## src/shared/atx_pkg.sv

```systemverilog
// constants, field layouts and carrier types of the host power and reset sequencer
// assumes one 200 MHz clock and a 32-bit APB slave port holding the command registers
//
// How it works
// - reset and power lines float except while a pulse is being driven
// - confirm held 4 s, host on, keypad reset on: reset pulse of 1 s
// - after a keypad reset pulse, writes are refused until the block restarts
// - confirm held 0.25 s, host off: power pulse of set length, then restart
// - cancel held 4 s, host on, keypad power-off on: power pulse of set length
// - cancel still held at pulse end: keep driving up to 5 s more
// - blank option on and host off: display blanked and backlight off
// - sense source: internal 5 V sense when select is 1, gpio 1 when 0
// - rising host sense restarts sequencer, watchdog, key timers and acknowledge; config keeps its value
// - mask bits 0x10/0x20/0x40/0x80 enable blank, reset, power-on, power-off
// - mask bit 0x01 picks pulse polarity from the idle line level
// - mask bits 0x02/0x04 make reset/power pulses drive high while mask bit 0x01 is clear
// - pulse length in 1/32 s steps, 1 to 255, zero means 1 s
// - config takes one to three byte lanes and acknowledges with code 0x5c
// - watchdog timeout zero disarms, stopping a running countdown
// - watchdog expiry gives a reset pulse with the configured polarity
// - watchdog off at power-up and after it fires, until rearmed
// - readback: mask in byte 7, watchdog count byte 8, sense select byte 11

package atx_pkg;

    // time base: one tick every 1/32 s
    localparam int CLK_MHZ         = 200;
    localparam int TICK_US         = 31250;
    localparam int TICK_CYCLES_DEF = CLK_MHZ * TICK_US;

    localparam int HOLD_LONG_MS  = 4000;
    localparam int HOLD_SHORT_MS = 250;
    localparam int PULSE_DEF_MS  = 1000;
    localparam int EXTEND_MS     = 5000;
    localparam int WD_SECOND_MS  = 1000;

    localparam logic [8:0] HOLD_LONG_TICKS  = 9'(HOLD_LONG_MS * 1000 / TICK_US);
    localparam logic [8:0] HOLD_SHORT_TICKS = 9'(HOLD_SHORT_MS * 1000 / TICK_US);
    localparam logic [8:0] PULSE_DEF_TICKS  = 9'(PULSE_DEF_MS * 1000 / TICK_US);
    localparam logic [8:0] EXTEND_TICKS     = 9'(EXTEND_MS * 1000 / TICK_US);
    localparam logic [5:0] WD_SECOND_TICKS  = 6'(WD_SECOND_MS * 1000 / TICK_US);

    // register byte addresses
    localparam logic [7:0] ADDR_CONFIG = 8'h00;
    localparam logic [7:0] ADDR_WDOG   = 8'h04;
    localparam logic [7:0] ADDR_STATE  = 8'h08;
    localparam logic [7:0] ADDR_ACK    = 8'h0c;
    localparam logic [7:0] ADDR_RB0    = 8'h10;
    localparam logic [7:0] ADDR_RB1    = 8'h14;
    localparam logic [7:0] ADDR_RB2    = 8'h18;
    localparam logic [7:0] ADDR_RB3    = 8'h1c;

    // function mask bit positions
    localparam int MASK_AUTO_POL  = 0;
    localparam int MASK_RST_INV   = 1;
    localparam int MASK_PWR_INV   = 2;
    localparam int MASK_BLANK     = 4;
    localparam int MASK_KEY_RST   = 5;
    localparam int MASK_KEY_PWRON = 6;
    localparam int MASK_KEY_PWROF = 7;

    // acknowledge type codes
    localparam logic [7:0] ACK_CONFIG = 8'h5c;
    localparam logic [7:0] ACK_WDOG   = 8'h5d;
    localparam logic [7:0] ACK_READ   = 8'h5e;

    typedef struct packed {
        logic       sense_internal;
        logic [7:0] pulse_len;
        logic [7:0] mask;
    } cfg_t;

    localparam cfg_t CFG_RESET = '{sense_internal: 1'b1, pulse_len: 8'h00, mask: 8'h00};

    typedef struct packed {
        logic out;
        logic oe;
    } line_drv_t;

    typedef enum logic [2:0] {
        ST_IDLE,
        ST_RST_PULSE,
        ST_PWR_PULSE,
        ST_PWR_EXTEND,
        ST_RESTART
    } seq_state_t;

    typedef enum logic [1:0] {
        SRC_KEY_RST,
        SRC_WDOG,
        SRC_KEY_ON,
        SRC_KEY_OFF
    } pulse_src_t;

endpackage

```

## src/rtl/atx_power_reset.sv

```systemverilog
// host power and reset sequencer with watchdog, registers on APB
// assumes keys and sense inputs already synchronous to ref_clk
`timescale 1ns/100ps
`default_nettype none

module atx_power_reset
    import atx_pkg::*;
#(
    parameter int TICK_CYCLES = TICK_CYCLES_DEF
) (
    // clock and reset
    input  wire logic       ref_clk,
    input  wire logic       rst,
    // apb slave
    input  wire logic       psel,
    input  wire logic       penable,
    input  wire logic       pwrite,
    input  wire logic [7:0] paddr,
    input  wire logic [31:0] pwdata,
    input  wire logic [3:0] pstrb,
    output logic [31:0]     prdata,
    output logic            pready,
    output logic            pslverr,
    // keypad
    input  wire logic       confirm_key,
    input  wire logic       cancel_key,
    // host power sense
    input  wire logic       sense_5v,
    input  wire logic       sense_gpio,
    // host reset and power control lines
    input  wire logic       rst_line_in,
    output line_drv_t       rst_drv,
    input  wire logic       pwr_line_in,
    output line_drv_t       pwr_drv,
    // display
    output logic            display_blank,
    output logic            backlight_off
);

    logic        tick;
    cfg_t        cfg_r;
    seq_state_t  state_r, state_nxt;
    pulse_src_t  src_r, src_nxt;
    logic [8:0]  pulse_cnt_r, pulse_cnt_nxt;
    logic [8:0]  conf_cnt_r;
    logic [8:0]  canc_cnt_r;
    logic [5:0]  sec_cnt_r;
    logic [7:0]  wd_cnt_r;
    logic        wd_armed_r;
    logic        wd_pend_r;
    logic        host_on_r;
    logic        rst_idle_r;
    logic        pwr_idle_r;
    logic [7:0]  ack_code_r;
    logic        ack_valid_r;

    tick_gen #(
        .CYCLES (TICK_CYCLES)
    ) u_tick (
        .ref_clk (ref_clk),
        .rst     (rst),
        .tick    (tick)
    );

    // sense selection and restart
    wire host_on;
    wire sense_rise;
    wire restart;
    wire locked;
    assign host_on    = cfg_r.sense_internal ? sense_5v : sense_gpio;
    assign sense_rise = host_on & ~host_on_r;
    assign restart    = sense_rise | ((state_r == ST_RESTART) & tick);
    assign locked     = (state_r == ST_RESTART);

    // apb decode
    wire sel_cfg  = (paddr == ADDR_CONFIG);
    wire sel_wd   = (paddr == ADDR_WDOG);
    wire sel_st   = (paddr == ADDR_STATE);
    wire sel_ack  = (paddr == ADDR_ACK);
    wire sel_rb   = (paddr == ADDR_RB0) | (paddr == ADDR_RB1) |
                    (paddr == ADDR_RB2) | (paddr == ADDR_RB3);
    wire addr_hit = sel_cfg | sel_wd | sel_st | sel_ack | sel_rb;
    wire wr_ro    = sel_st | sel_ack | sel_rb;
    wire req_err  = ~addr_hit |
                    (pwrite & (wr_ro | locked | ((sel_cfg | sel_wd) & ~pstrb[0])));
    wire setup_ph = psel & penable & ~pready;
    wire acc      = psel & penable & pready & ~pslverr;
    wire wr_cfg   = acc & pwrite & sel_cfg;
    wire wr_wd    = acc & pwrite & sel_wd;
    wire rd_ack   = acc & ~pwrite & sel_ack;
    wire rd_rb    = acc & ~pwrite & sel_rb;

    // readback bytes 7, 8 and 11
    wire [31:0] rb1_word = {cfg_r.mask, 24'h0};
    wire [31:0] rb2_word = {7'h0, cfg_r.sense_internal, 16'h0, wd_cnt_r};
    wire [31:0] cfg_word = {15'h0, cfg_r.sense_internal, cfg_r.pulse_len, cfg_r.mask};
    wire [31:0] wd_word  = {23'h0, wd_armed_r, wd_cnt_r};
    wire [31:0] st_word  = {24'h0, wd_pend_r, host_on, rst_drv.oe, pwr_drv.oe,
                            1'b0, state_r};
    wire [31:0] ack_word = {23'h0, ack_valid_r, ack_code_r};
    wire [31:0] rd_data  = sel_cfg ? cfg_word :
                           sel_wd  ? wd_word  :
                           sel_st  ? st_word  :
                           sel_ack ? ack_word :
                           (paddr == ADDR_RB1) ? rb1_word :
                           (paddr == ADDR_RB2) ? rb2_word : 32'h0;

    always_ff @(posedge ref_clk or posedge rst) begin
        if (rst) begin
            pready  <= 1'b0;
            pslverr <= 1'b0;
            prdata  <= 32'h0;
        end else begin
            pready  <= setup_ph;
            pslverr <= setup_ph & req_err;
            prdata  <= (setup_ph & ~pwrite & ~req_err) ? rd_data : 32'h0;
        end
    end

    // configuration, one byte lane per parameter
    always_ff @(posedge ref_clk or posedge rst) begin
        if (rst) begin
            cfg_r <= CFG_RESET;
        end else if (wr_cfg) begin
            cfg_r.mask <= pwdata[7:0];
            if (pstrb[1]) begin
                cfg_r.pulse_len <= pwdata[15:8];
            end
            if (pstrb[2]) begin
                cfg_r.sense_internal <= pwdata[16];
            end
        end
    end

    // acknowledge: a new acknowledge beats the read that clears it
    always_ff @(posedge ref_clk or posedge rst) begin
        if (rst) begin
            ack_code_r  <= 8'h00;
            ack_valid_r <= 1'b0;
        end else if (restart) begin
            ack_code_r  <= 8'h00;
            ack_valid_r <= 1'b0;
        end else if (wr_cfg | wr_wd | rd_rb) begin
            ack_code_r  <= wr_cfg ? ACK_CONFIG : (wr_wd ? ACK_WDOG : ACK_READ);
            ack_valid_r <= 1'b1;
        end else if (rd_ack) begin
            ack_valid_r <= 1'b0;
        end
    end

    // key hold timers
    wire conf_long  = tick & confirm_key & (conf_cnt_r == HOLD_LONG_TICKS - 9'd1);
    wire conf_short = tick & confirm_key & (conf_cnt_r == HOLD_SHORT_TICKS - 9'd1);
    wire canc_long  = tick & cancel_key & (canc_cnt_r == HOLD_LONG_TICKS - 9'd1);

    always_ff @(posedge ref_clk or posedge rst) begin
        if (rst) begin
            conf_cnt_r <= 9'h0;
            canc_cnt_r <= 9'h0;
        end else begin
            if (~confirm_key | restart) begin
                conf_cnt_r <= 9'h0;
            end else if (tick & (conf_cnt_r != 9'h1ff)) begin
                conf_cnt_r <= conf_cnt_r + 9'h1;
            end
            if (~cancel_key | restart) begin
                canc_cnt_r <= 9'h0;
            end else if (tick & (canc_cnt_r != 9'h1ff)) begin
                canc_cnt_r <= canc_cnt_r + 9'h1;
            end
        end
    end

    // host watchdog, counts whole seconds of ticks
    wire sec_edge  = tick & (sec_cnt_r == WD_SECOND_TICKS - 6'd1);
    wire wd_take   = (state_r == ST_IDLE) & wd_pend_r;

    always_ff @(posedge ref_clk or posedge rst) begin
        if (rst) begin
            wd_cnt_r   <= 8'h00;
            wd_armed_r <= 1'b0;
            wd_pend_r  <= 1'b0;
            sec_cnt_r  <= 6'h0;
        end else if (restart) begin
            wd_cnt_r   <= 8'h00;
            wd_armed_r <= 1'b0;
            wd_pend_r  <= 1'b0;
            sec_cnt_r  <= 6'h0;
        end else if (wr_wd) begin
            wd_cnt_r   <= pwdata[7:0];
            wd_armed_r <= (pwdata[7:0] != 8'h00);
            wd_pend_r  <= 1'b0;
            sec_cnt_r  <= 6'h0;
        end else begin
            sec_cnt_r <= sec_edge ? 6'h0 : (tick ? sec_cnt_r + 6'h1 : sec_cnt_r);
            if (wd_armed_r & sec_edge) begin
                wd_cnt_r <= wd_cnt_r - 8'h01;
                if (wd_cnt_r == 8'h01) begin
                    wd_armed_r <= 1'b0;
                    wd_pend_r  <= 1'b1;
                end
            end else if (wd_take) begin
                wd_pend_r <= 1'b0;
            end
        end
    end

    // pulse sequencer
    wire [8:0] pwr_len  = (cfg_r.pulse_len == 8'h00) ? PULSE_DEF_TICKS : {1'b0, cfg_r.pulse_len};
    wire       cnt_end  = tick & (pulse_cnt_r == 9'h1);

    always_comb begin
        state_nxt     = state_r;
        src_nxt       = src_r;
        pulse_cnt_nxt = tick ? pulse_cnt_r - 9'h1 : pulse_cnt_r;
        case (state_r)
            ST_IDLE: begin
                pulse_cnt_nxt = pulse_cnt_r;
                if (wd_pend_r) begin
                    state_nxt     = ST_RST_PULSE;
                    src_nxt       = SRC_WDOG;
                    pulse_cnt_nxt = PULSE_DEF_TICKS;
                end else if (cfg_r.mask[MASK_KEY_RST] & host_on & conf_long) begin
                    state_nxt     = ST_RST_PULSE;
                    src_nxt       = SRC_KEY_RST;
                    pulse_cnt_nxt = PULSE_DEF_TICKS;
                end else if (cfg_r.mask[MASK_KEY_PWRON] & ~host_on & conf_short) begin
                    state_nxt     = ST_PWR_PULSE;
                    src_nxt       = SRC_KEY_ON;
                    pulse_cnt_nxt = pwr_len;
                end else if (cfg_r.mask[MASK_KEY_PWROF] & host_on & canc_long) begin
                    state_nxt     = ST_PWR_PULSE;
                    src_nxt       = SRC_KEY_OFF;
                    pulse_cnt_nxt = pwr_len;
                end
            end
            ST_RST_PULSE: begin
                if (cnt_end) begin
                    state_nxt = (src_r == SRC_KEY_RST) ? ST_RESTART : ST_IDLE;
                end
            end
            ST_PWR_PULSE: begin
                if (cnt_end) begin
                    if (src_r == SRC_KEY_ON) begin
                        state_nxt = ST_RESTART;
                    end else if (cancel_key) begin
                        state_nxt     = ST_PWR_EXTEND;
                        pulse_cnt_nxt = EXTEND_TICKS;
                    end else begin
                        state_nxt = ST_IDLE;
                    end
                end
            end
            ST_PWR_EXTEND: begin
                if (~cancel_key | cnt_end) begin
                    state_nxt = ST_IDLE;
                end
            end
            ST_RESTART: begin
                pulse_cnt_nxt = 9'h0;
            end
            default: begin
                state_nxt = ST_IDLE;
            end
        endcase
        if (restart) begin
            state_nxt     = ST_IDLE;
            pulse_cnt_nxt = 9'h0;
        end
    end

    always_ff @(posedge ref_clk or posedge rst) begin
        if (rst) begin
            state_r     <= ST_IDLE;
            src_r       <= SRC_KEY_RST;
            pulse_cnt_r <= 9'h0;
            host_on_r   <= 1'b0;
        end else begin
            state_r     <= state_nxt;
            src_r       <= src_nxt;
            pulse_cnt_r <= pulse_cnt_nxt;
            host_on_r   <= host_on;
        end
    end

    // line drive; idle level sampled only while released, so own drive never feeds back
    wire rst_drive = (state_nxt == ST_RST_PULSE);
    wire pwr_drive = (state_nxt == ST_PWR_PULSE) | (state_nxt == ST_PWR_EXTEND);
    wire rst_level = cfg_r.mask[MASK_AUTO_POL] ? ~rst_idle_r : cfg_r.mask[MASK_RST_INV];
    wire pwr_level = cfg_r.mask[MASK_AUTO_POL] ? ~pwr_idle_r : cfg_r.mask[MASK_PWR_INV];

    always_ff @(posedge ref_clk or posedge rst) begin
        if (rst) begin
            rst_idle_r    <= 1'b1;
            pwr_idle_r    <= 1'b1;
            rst_drv       <= '{out: 1'b0, oe: 1'b0};
            pwr_drv       <= '{out: 1'b0, oe: 1'b0};
            display_blank <= 1'b0;
            backlight_off <= 1'b0;
        end else begin
            if (~rst_drv.oe) begin
                rst_idle_r <= rst_line_in;
            end
            if (~pwr_drv.oe) begin
                pwr_idle_r <= pwr_line_in;
            end
            rst_drv       <= '{out: rst_drive & rst_level, oe: rst_drive};
            pwr_drv       <= '{out: pwr_drive & pwr_level, oe: pwr_drive};
            display_blank <= cfg_r.mask[MASK_BLANK] & ~host_on;
            backlight_off <= cfg_r.mask[MASK_BLANK] & ~host_on;
        end
    end

endmodule

`default_nettype wire

```

## src/rtl/tick_gen.sv

```systemverilog
// time base divider: one-cycle tick every CYCLES clocks
// assumes a free-running clock; the count restarts under reset only
`timescale 1ns/100ps
`default_nettype none

module tick_gen #(
    parameter int CYCLES = 6250000
) (
    // clock and reset
    input  wire logic ref_clk,
    input  wire logic rst,
    // tick out
    output logic      tick
);

    logic [31:0] cnt_r;
    logic        last;

    assign last = (cnt_r == 32'(CYCLES - 1));

    always_ff @(posedge ref_clk or posedge rst) begin
        if (rst) begin
            cnt_r <= 32'h0;
            tick  <= 1'b0;
        end else begin
            cnt_r <= last ? 32'h0 : cnt_r + 32'h1;
            tick  <= last;
        end
    end

endmodule

`default_nettype wire

```

## config.mk

```make
export PLATFORM = sky130hd
export DESIGN_NAME = atx_power_reset
export DESIGN_NICKNAME = d
export VERILOG_FILES = /design/src/shared/atx_pkg.sv /design/src/rtl/atx_power_reset.sv /design/src/rtl/tick_gen.sv
export SDC_FILE = /design/constraint.sdc
export NUM_CORES = 1
export LEC_CHECK = 0
export ABC_AREA = 0
export BUFFER_PORTS_ARGS = -buffer_cell sky130_fd_sc_hd__buf_2
export CAP_MARGIN = 20
export CORE_MARGIN = 2
export CORE_UTILIZATION = 40
export CTS_CLUSTER_SIZE = 30
export DETAILED_ROUTE_END_ITERATION = 16
export PLACE_DENSITY = 0.67
export SETUP_SLACK_MARGIN = 0.02
export SLEW_MARGIN = 30
export SYNTH_ARGS = -nofsm -noshare
export SYNTH_HDL_FRONTEND = slang
export SYNTH_SLANG_ARGS = --single-unit
```

## constraint.sdc

```tcl
create_clock -name ref_clk -period 5.04 [get_ports ref_clk]
set_clock_uncertainty 0.05 [all_clocks]
set_input_delay 0.252 -clock ref_clk [delete_from_list [all_inputs] [get_ports ref_clk]]
set_output_delay 0.252 -clock ref_clk [all_outputs]
set_load 0.03 [all_outputs]
```

Yosys cells after proc, flatten, opt, wreduce, memory -nomap -nowiden

Cells that the tools add are included.

Register bits: 149
Latch bits: 0
Bits in writable memories: 0
ROM bits: 0
Input port bits: 55
Output and inout port bits: 40
Logic and storage cells: 211
Memories kept: 0

Add/sub/neg operators: 6
Multiply operators: 0
Divide/modulo/power cells: 0
Order comparisons: 0
Equality and inequality tests: 26
Shifts and indexed selects: 0
Mux-type cells: 65
Bitwise operators: 68
Reductions and logical operators: 19

Operators by type and width:

| operator                                                          | count |
|---|---|
| 32-bit 2-to-1 mux                                                 | 7 |
| 9-bit 2-to-1 mux                                                  | 13 |
| 8-bit 2-to-1 mux                                                  | 6 |
| 1-bit bitwise AND                                                 | 37 |
| 32-bit by 1-bit adder with 32-bit output, second input constant   | 1 |
| 32-bit by 23-bit == test with 1-bit output, second input constant | 1 |
| 8-bit by 5-bit == test with 1-bit output, second input constant   | 4 |
| 3-bit 2-to-1 mux                                                  | 10 |
| 9-bit one-hot mux with 3 select lines                             | 1 |
| 25-bit 2-to-1 mux                                                 | 1 |
| 6-bit 2-to-1 mux                                                  | 4 |
| 1-bit OR                                                          | 19 |
| 9-bit by 1-bit adder with 9-bit output, second input constant     | 2 |
| 9-bit by 7-bit == test with 1-bit output, second input constant   | 2 |
| 9-bit inequality test, second input constant                      | 2 |
| 8-bit by 4-bit == test with 1-bit output, second input constant   | 2 |
| 8-bit zero test                                                   | 2 |
| 1-bit 2-to-1 mux                                                  | 15 |
| 3-bit one-hot mux with 5 select lines                             | 1 |
| 2-bit 2-to-1 mux                                                  | 7 |
| 3-bit by 2-bit == test with 1-bit output, second input constant   | 4 |
| 1-bit NOT                                                         | 12 |
| 4-bit nonzero test                                                | 3 |
| 2-bit AND reduction                                               | 5 |
| 18 further kinds                                                  | 23 |

Logic depth before layout (Yosys ltp)

Word-level depth: 12
Gate-level depth with buffers: 10

By module

From an unflattened synthesis, not the netlist that was laid out.

Cells, all modules: 700
Area, all modules: 6962.9 µm²

Modules (own cells, without submodules):

| module          | instances | cells each | area an instance (µm²) | seq. area each (µm²) |
|---|---|---|---|---|
| atx_power_reset | 1         | 532        | 5236.3                 | 2606.2 |
| tick_gen        | 1         | 168        | 1726.7                 | 825.8 |

Least setup slack after synthesis

No wires, ideal clock.

Path type: reg2reg
From: reg cfg_r[16] in the netlist's numbering
To: reg pulse_cnt_r[2]
Library setup time: 0.146 ns
Data arrival time: 2.023 ns
Data required time: 4.844 ns
Slack: 2.821 ns
Cell stages (with the launch flop): 7
Path buffers: 0
Path through: dfstp_2 > mux2i_1 > nor4_1 > nor3_2 > nand3b_1 > nand2_1 > o221ai_1

Longest elaborated chain between the ends: 9
Elaborated cells between the ends (all ways): 16
Classes of those cells: 1 x eq/ne; 6 x mux; 9 x bitwise

RTL lines:

| what                                  | line                   | text |
|---|---|---|
| start: declaration                    | atx_power_reset.sv:41  | `cfg_t cfg_r;` |
| 1-bit 2-to-1 mux (*)                  | atx_power_reset.sv:70  | `assign host_on = cfg_r.sense_internal ? sense_5v : sense_gpio;` |
| 1-bit NOT                             | atx_power_reset.sv:227 | `end else if (cfg_r.mask[MASK_KEY_PWRON] & ~host_on & conf_short) begin` |
| 1-bit bitwise AND (2 in a row)        | atx_power_reset.sv:227 |  |
| 9-bit 2-to-1 mux                      | atx_power_reset.sv:227 |  |
| 9-bit 2-to-1 mux                      | atx_power_reset.sv:223 | `end else if (cfg_r.mask[MASK_KEY_RST] & host_on & conf_long) begin` |
| 9-bit 2-to-1 mux                      | atx_power_reset.sv:219 | `if (wd_pend_r) begin` |
| 9-bit one-hot mux with 3 select lines | atx_power_reset.sv:216 | `case (state_r)` |
| 9-bit 2-to-1 mux                      | atx_power_reset.sv:266 | `if (restart) begin` |
| end signal: assignment                | atx_power_reset.sv:281 | `pulse_cnt_r <= pulse_cnt_nxt;` |
| end: declaration                      | atx_power_reset.sv:44  | `logic [8:0] pulse_cnt_r, pulse_cnt_nxt;` |

Every way passes the cells marked *; elsewhere a longest branch is shown, timed or not.
A chain may end at the register's enable or synchronous reset.

Worst setup path after layout

From: reg cfg_r[16] in the netlist's numbering
To: reg pulse_cnt_r[8]

The elaborated chain is that of the path after synthesis.

==> metrics.log <==
INFO  metric outcome = complete, no violations
INFO  metric htree_num_levels = 4
INFO  metric netlist-cell-type-count = 61
INFO  metric worstPathCellList = mux2i_1 -> nor2_1 -> nor2b_1 -> o21ai_0 -> a21o_1 -> a31oi_1
INFO  metric finalSetupViolCount = 0
INFO  metric count_of_flip_flops_with_a_built_in_enable_after_synthesis = 0
INFO  metric track_usage = between 10% and 20%
INFO  metric rows = 47
INFO  metric synth_top_area_share = 49.96%
INFO  metric totalNegativeSetupSlack = 0 ps
INFO  metric floorplan.core_area = 16470 µm²
INFO  metric timing.final.crit_share = between 60% and 70%
INFO  metric timing.max_slew.rel_slack = between 40% and 50%
INFO  metric design.portCount = 95
INFO  metric yosysMostFrequentCell = sky130_fd_sc_hd__dfrtp_1
INFO  metric crit_arrival = 3350 ps
INFO  metric cp.depth = 6
INFO  metric min_delay_worst_endpoint = cfg_r[16]
INFO  metric global_route_wire_length_before_repair = between 20 and 25 mm
INFO  metric nFillCells = 1545
INFO  metric ctsResizeCount = 0
INFO  metric cts_setup_buffers = 0
INFO  metric finish.net_count = 811
INFO  metric final-max-slew-violation-count = 0
INFO  metric drt-total-wl = between 10 and 15 mm
INFO  metric max_clock_freq = 326.7 MHz
INFO  metric cts_hold_buf = 1
INFO  metric die_width = 133.5 µm
INFO  metric drc_errors = 0
INFO  metric global_route.usage.met3 = just over 5%
INFO  metric avgSynthCellArea = about 10 µm²
INFO  metric ff2ff_path_depth = 6
INFO  metric worst_path_dominant_cell_family = compound AO/OA/AOI/OAI gates
INFO  metric total_switching_power = 0.0005610 W
INFO  metric unrepaired_setup_endpoints_after_global_routing = false
INFO  metric clock_sinks = 137
INFO  metric timing.rr.end = pulse_cnt_r[8]
INFO  metric worst_vdd_drop = 0.2700 mV
INFO  metric worst_setup_hold_path_clk_slew = 60 ps
INFO  metric power_density = 314.1 nW/µm²
INFO  metric worstPathMaxFanout = 12
INFO  metric syn-cell-area = 6711 µm²
INFO  metric yosysTopAreaCell = sky130_fd_sc_hd__dfrtp_1
INFO  metric drt_first_iter_violations = 328
INFO  metric hpwlAfterDp = 10.16 mm
INFO  metric yosysWarningCount = 0
INFO  metric tightest_slew = between 800 and 900 ps
INFO  metric setup.worst_path.end_class = flip-flop
INFO  metric route.vias.total = 5160
INFO  metric grt_pass1_vias = 4781
INFO  metric placedCellCount = 946
INFO  metric design.die.area = 17830 µm²
INFO  metric max_stage_delay = 710 ps
INFO  metric initial_cell_density_of_the_core = 40.76%
INFO  metric hold_viol_final = 0
INFO  metric worstHoldStart = pwdata[16]
INFO  metric cts_made_buffers = 17
INFO  metric place.port_buffers = 71
INFO  metric post_drt_wl_per_cell = 14.75 µm
INFO  metric critPathKind = flip-flop to flip-flop
INFO  metric final_period_minus_worst_setup_slack = 3061 ps
INFO  metric seqPwrFrac = 44.8%
INFO  metric worstSkewPairLatency = roughly 420 ps
INFO  metric worst_path_max_delay_cell = sky130_fd_sc_hd__nor2b_1
INFO  metric regToRegSetupSlack = approximately 2000 ps
INFO  metric startpoint = cfg_r[16]
INFO  metric ant_nets = 0
INFO  metric use_met2 = between 20% and 30%
INFO  metric synthesis.instances = between 600 and 700
INFO  metric gpl.final_weighted_congestion = 0.8571
INFO  metric netlist_top_cells_area = sky130_fd_sc_hd__dfrtp_1, sky130_fd_sc_hd__nor2_1, sky130_fd_sc_hd__xnor2_1
INFO  metric drt_pass1_iterations = 5
INFO  metric max_cap_violations = 0
INFO  metric root_buffer = sky130_fd_sc_hd__clkbuf_16
INFO  metric drt-vias-per-instance = 5.271
INFO  metric min_path_cells = 2
INFO  metric layout-drive-gt1-share = 18.31%
INFO  metric grt_max_degree = 94
INFO  metric hold_class = input port to flip-flop
INFO  metric met1_usage = 22.96%
INFO  metric synth_seq_area_share = between 50% and 60%
INFO  metric grt_overflow_total = 0
INFO  metric tritoncts_clock_tree = done
INFO  metric yosys_most_used_dff = sky130_fd_sc_hd__dfrtp_1
INFO  metric req_time_crit_path = around 5300 ps
INFO  metric chipHeight = 133.5 µm
INFO  metric combPwrFrac = 3.6%
INFO  metric stdcell_count = 979
INFO  metric r2r_start = cfg_r[16]
INFO  metric antenna_found_initial = 1
INFO  metric clock_power_share = about half
INFO  metric syn_to_final_growth = 17.41%
INFO  metric startpoint_type = flip-flop
INFO  metric synth_seq_cells = around 140
INFO  metric critPathBufInv = 0
INFO  metric p_int = 0.001914 W
INFO  metric yosys-top-cells-count = sky130_fd_sc_hd__dfrtp_1, sky130_fd_sc_hd__nor2_1, sky130_fd_sc_hd__nand2_1
INFO  metric grt_most_used_layer = met2
INFO  metric sw_frac_of_total = about 23%
INFO  metric asyncSetResetFlopFracSynth = 100.0%
INFO  metric antenna_cell_count = 0
INFO  metric cts_buffer_depth = 2
INFO  metric power.leakage = 3.623 nW
==> cell families after synthesis <==
kind of cell	after synthesis	share of synthesized area [%]
mux	25	4.102
flops	137	51.14
simple gates	285	22.26
xor+xnor	52	6.786
fa+ha+maj	10	1.864
buf+inv	48	3.169
other cells	1	0.05587
compound gates	115	10.63
==> layout make-up <==
type                            count  area [µm²]  share of cell area, %
Clock buffer                       17       425.4                  5.399
Sequential cell                   137        3432                  43.55
Clock inverter                     15       190.2                  2.413
Tap cell                          220       275.3                  3.493
Timing Repair Buffer               74       380.4                  4.827
Inverter                           22       87.58                  1.111
Multi-Input combinational cell    494        3089                  39.20
==> cells in the final DEF (no fill, tap or decap), types with 4 or more instances in the layout <==
master,Yosys,routed
sky130_fd_sc_hd__ha_1,10,10
sky130_fd_sc_hd__a21oi_1,39,39
sky130_fd_sc_hd__a22oi_1,6,6
sky130_fd_sc_hd__nand4_1,15,15
sky130_fd_sc_hd__mux2i_1,5,5
sky130_fd_sc_hd__inv_1,22,21
sky130_fd_sc_hd__dfrtp_1,134,134
sky130_fd_sc_hd__nand2_1,54,54
sky130_fd_sc_hd__or3_1,7,7
sky130_fd_sc_hd__and3_1,10,10
sky130_fd_sc_hd__nand4b_1,5,5
sky130_fd_sc_hd__clkinvlp_4,0,4
sky130_fd_sc_hd__buf_2,2,71
sky130_fd_sc_hd__inv_6,0,6
sky130_fd_sc_hd__and2_1,20,20
sky130_fd_sc_hd__o21a_1,4,4
sky130_fd_sc_hd__nor2_1,78,78
sky130_fd_sc_hd__clkbuf_16,0,17
sky130_fd_sc_hd__nand3_1,22,22
sky130_fd_sc_hd__a31oi_1,6,6
sky130_fd_sc_hd__nor4_1,11,11
sky130_fd_sc_hd__nor3_1,25,25
sky130_fd_sc_hd__nor2b_1,9,9
sky130_fd_sc_hd__o21ai_0,25,25
sky130_fd_sc_hd__conb_1,1,7
sky130_fd_sc_hd__and4_1,4,4
sky130_fd_sc_hd__xor2_1,23,23
sky130_fd_sc_hd__a211oi_1,7,7
sky130_fd_sc_hd__mux2_2,20,20
sky130_fd_sc_hd__xnor2_1,29,29
sky130_fd_sc_hd__a32oi_1,4,4
==> how the worst max path moves through the flow <==
stage / end / slack (ps)
floorplan: ack_code_r[0] / 1080
global placement: pulse_cnt_r[8] / 2020
detailed placement: pulse_cnt_r[8] / 1990
CTS: pulse_cnt_r[8] / 1970
global route: pulse_cnt_r[8] / 1760
finish: pulse_cnt_r[8] / 1980
==> power by group through the flow <==
stage,logic (W),registers [W],clock network [W]
3_3_place_gp,0.0000894,0.00113,0
3_5_place_dp,0.0000893,0.00113,0
4_1_cts,0.0000903,0.00111,0.00130
5_1_grt,0.000100,0.00111,0.00136
2_1_floorplan,0.0000568,0.00113,0
6_report,0.0000890,0.00111,0.00128
==> stage by stage <==
step / area (µm²) / utilization, % / worst slack, ps / hold WS [ps] / total power, W
finish: 7880 / 47.86 / 1979 / 14.78 / 0.002475
global route: 7880 / 47.86 / 1756 / 2.442 / 0.002567
CTS: 7880 / 47.86 / 1966 / 2.271 / 0.002501
detailed placement: 7254 / 44.06 / 1986 / 418.7 / 0.001217
global placement: 7254 / 44.06 / 2018 / 420.0 / 0.001217
floorplan: 6734 / - / 1075 / 352.6 / 0.001185
==> per-layer routing <==
layer / vias to the layer above / part of all wire [%] / wire [µm]
met5: - / 0.090 / 13
met4: 2 / 2.2 / 320
met3: 29 / 5.8 / 838
met2: 152 / 44 / 6379
met1: 2465 / 48 / 6888
li1: 2512 / - / -
==> registers in the layout, summed over array words and instances, names as in the netlist, 6 cells and up <==
register and count:
u_tick.cnt_r 32, prdata 25, cfg_r 17, canc_cnt_r 9
conf_cnt_r 9, pulse_cnt_r 9, wd_cnt_r 8, sec_cnt_r 6
No activity file was read; power rests on OpenSTA's default activity.
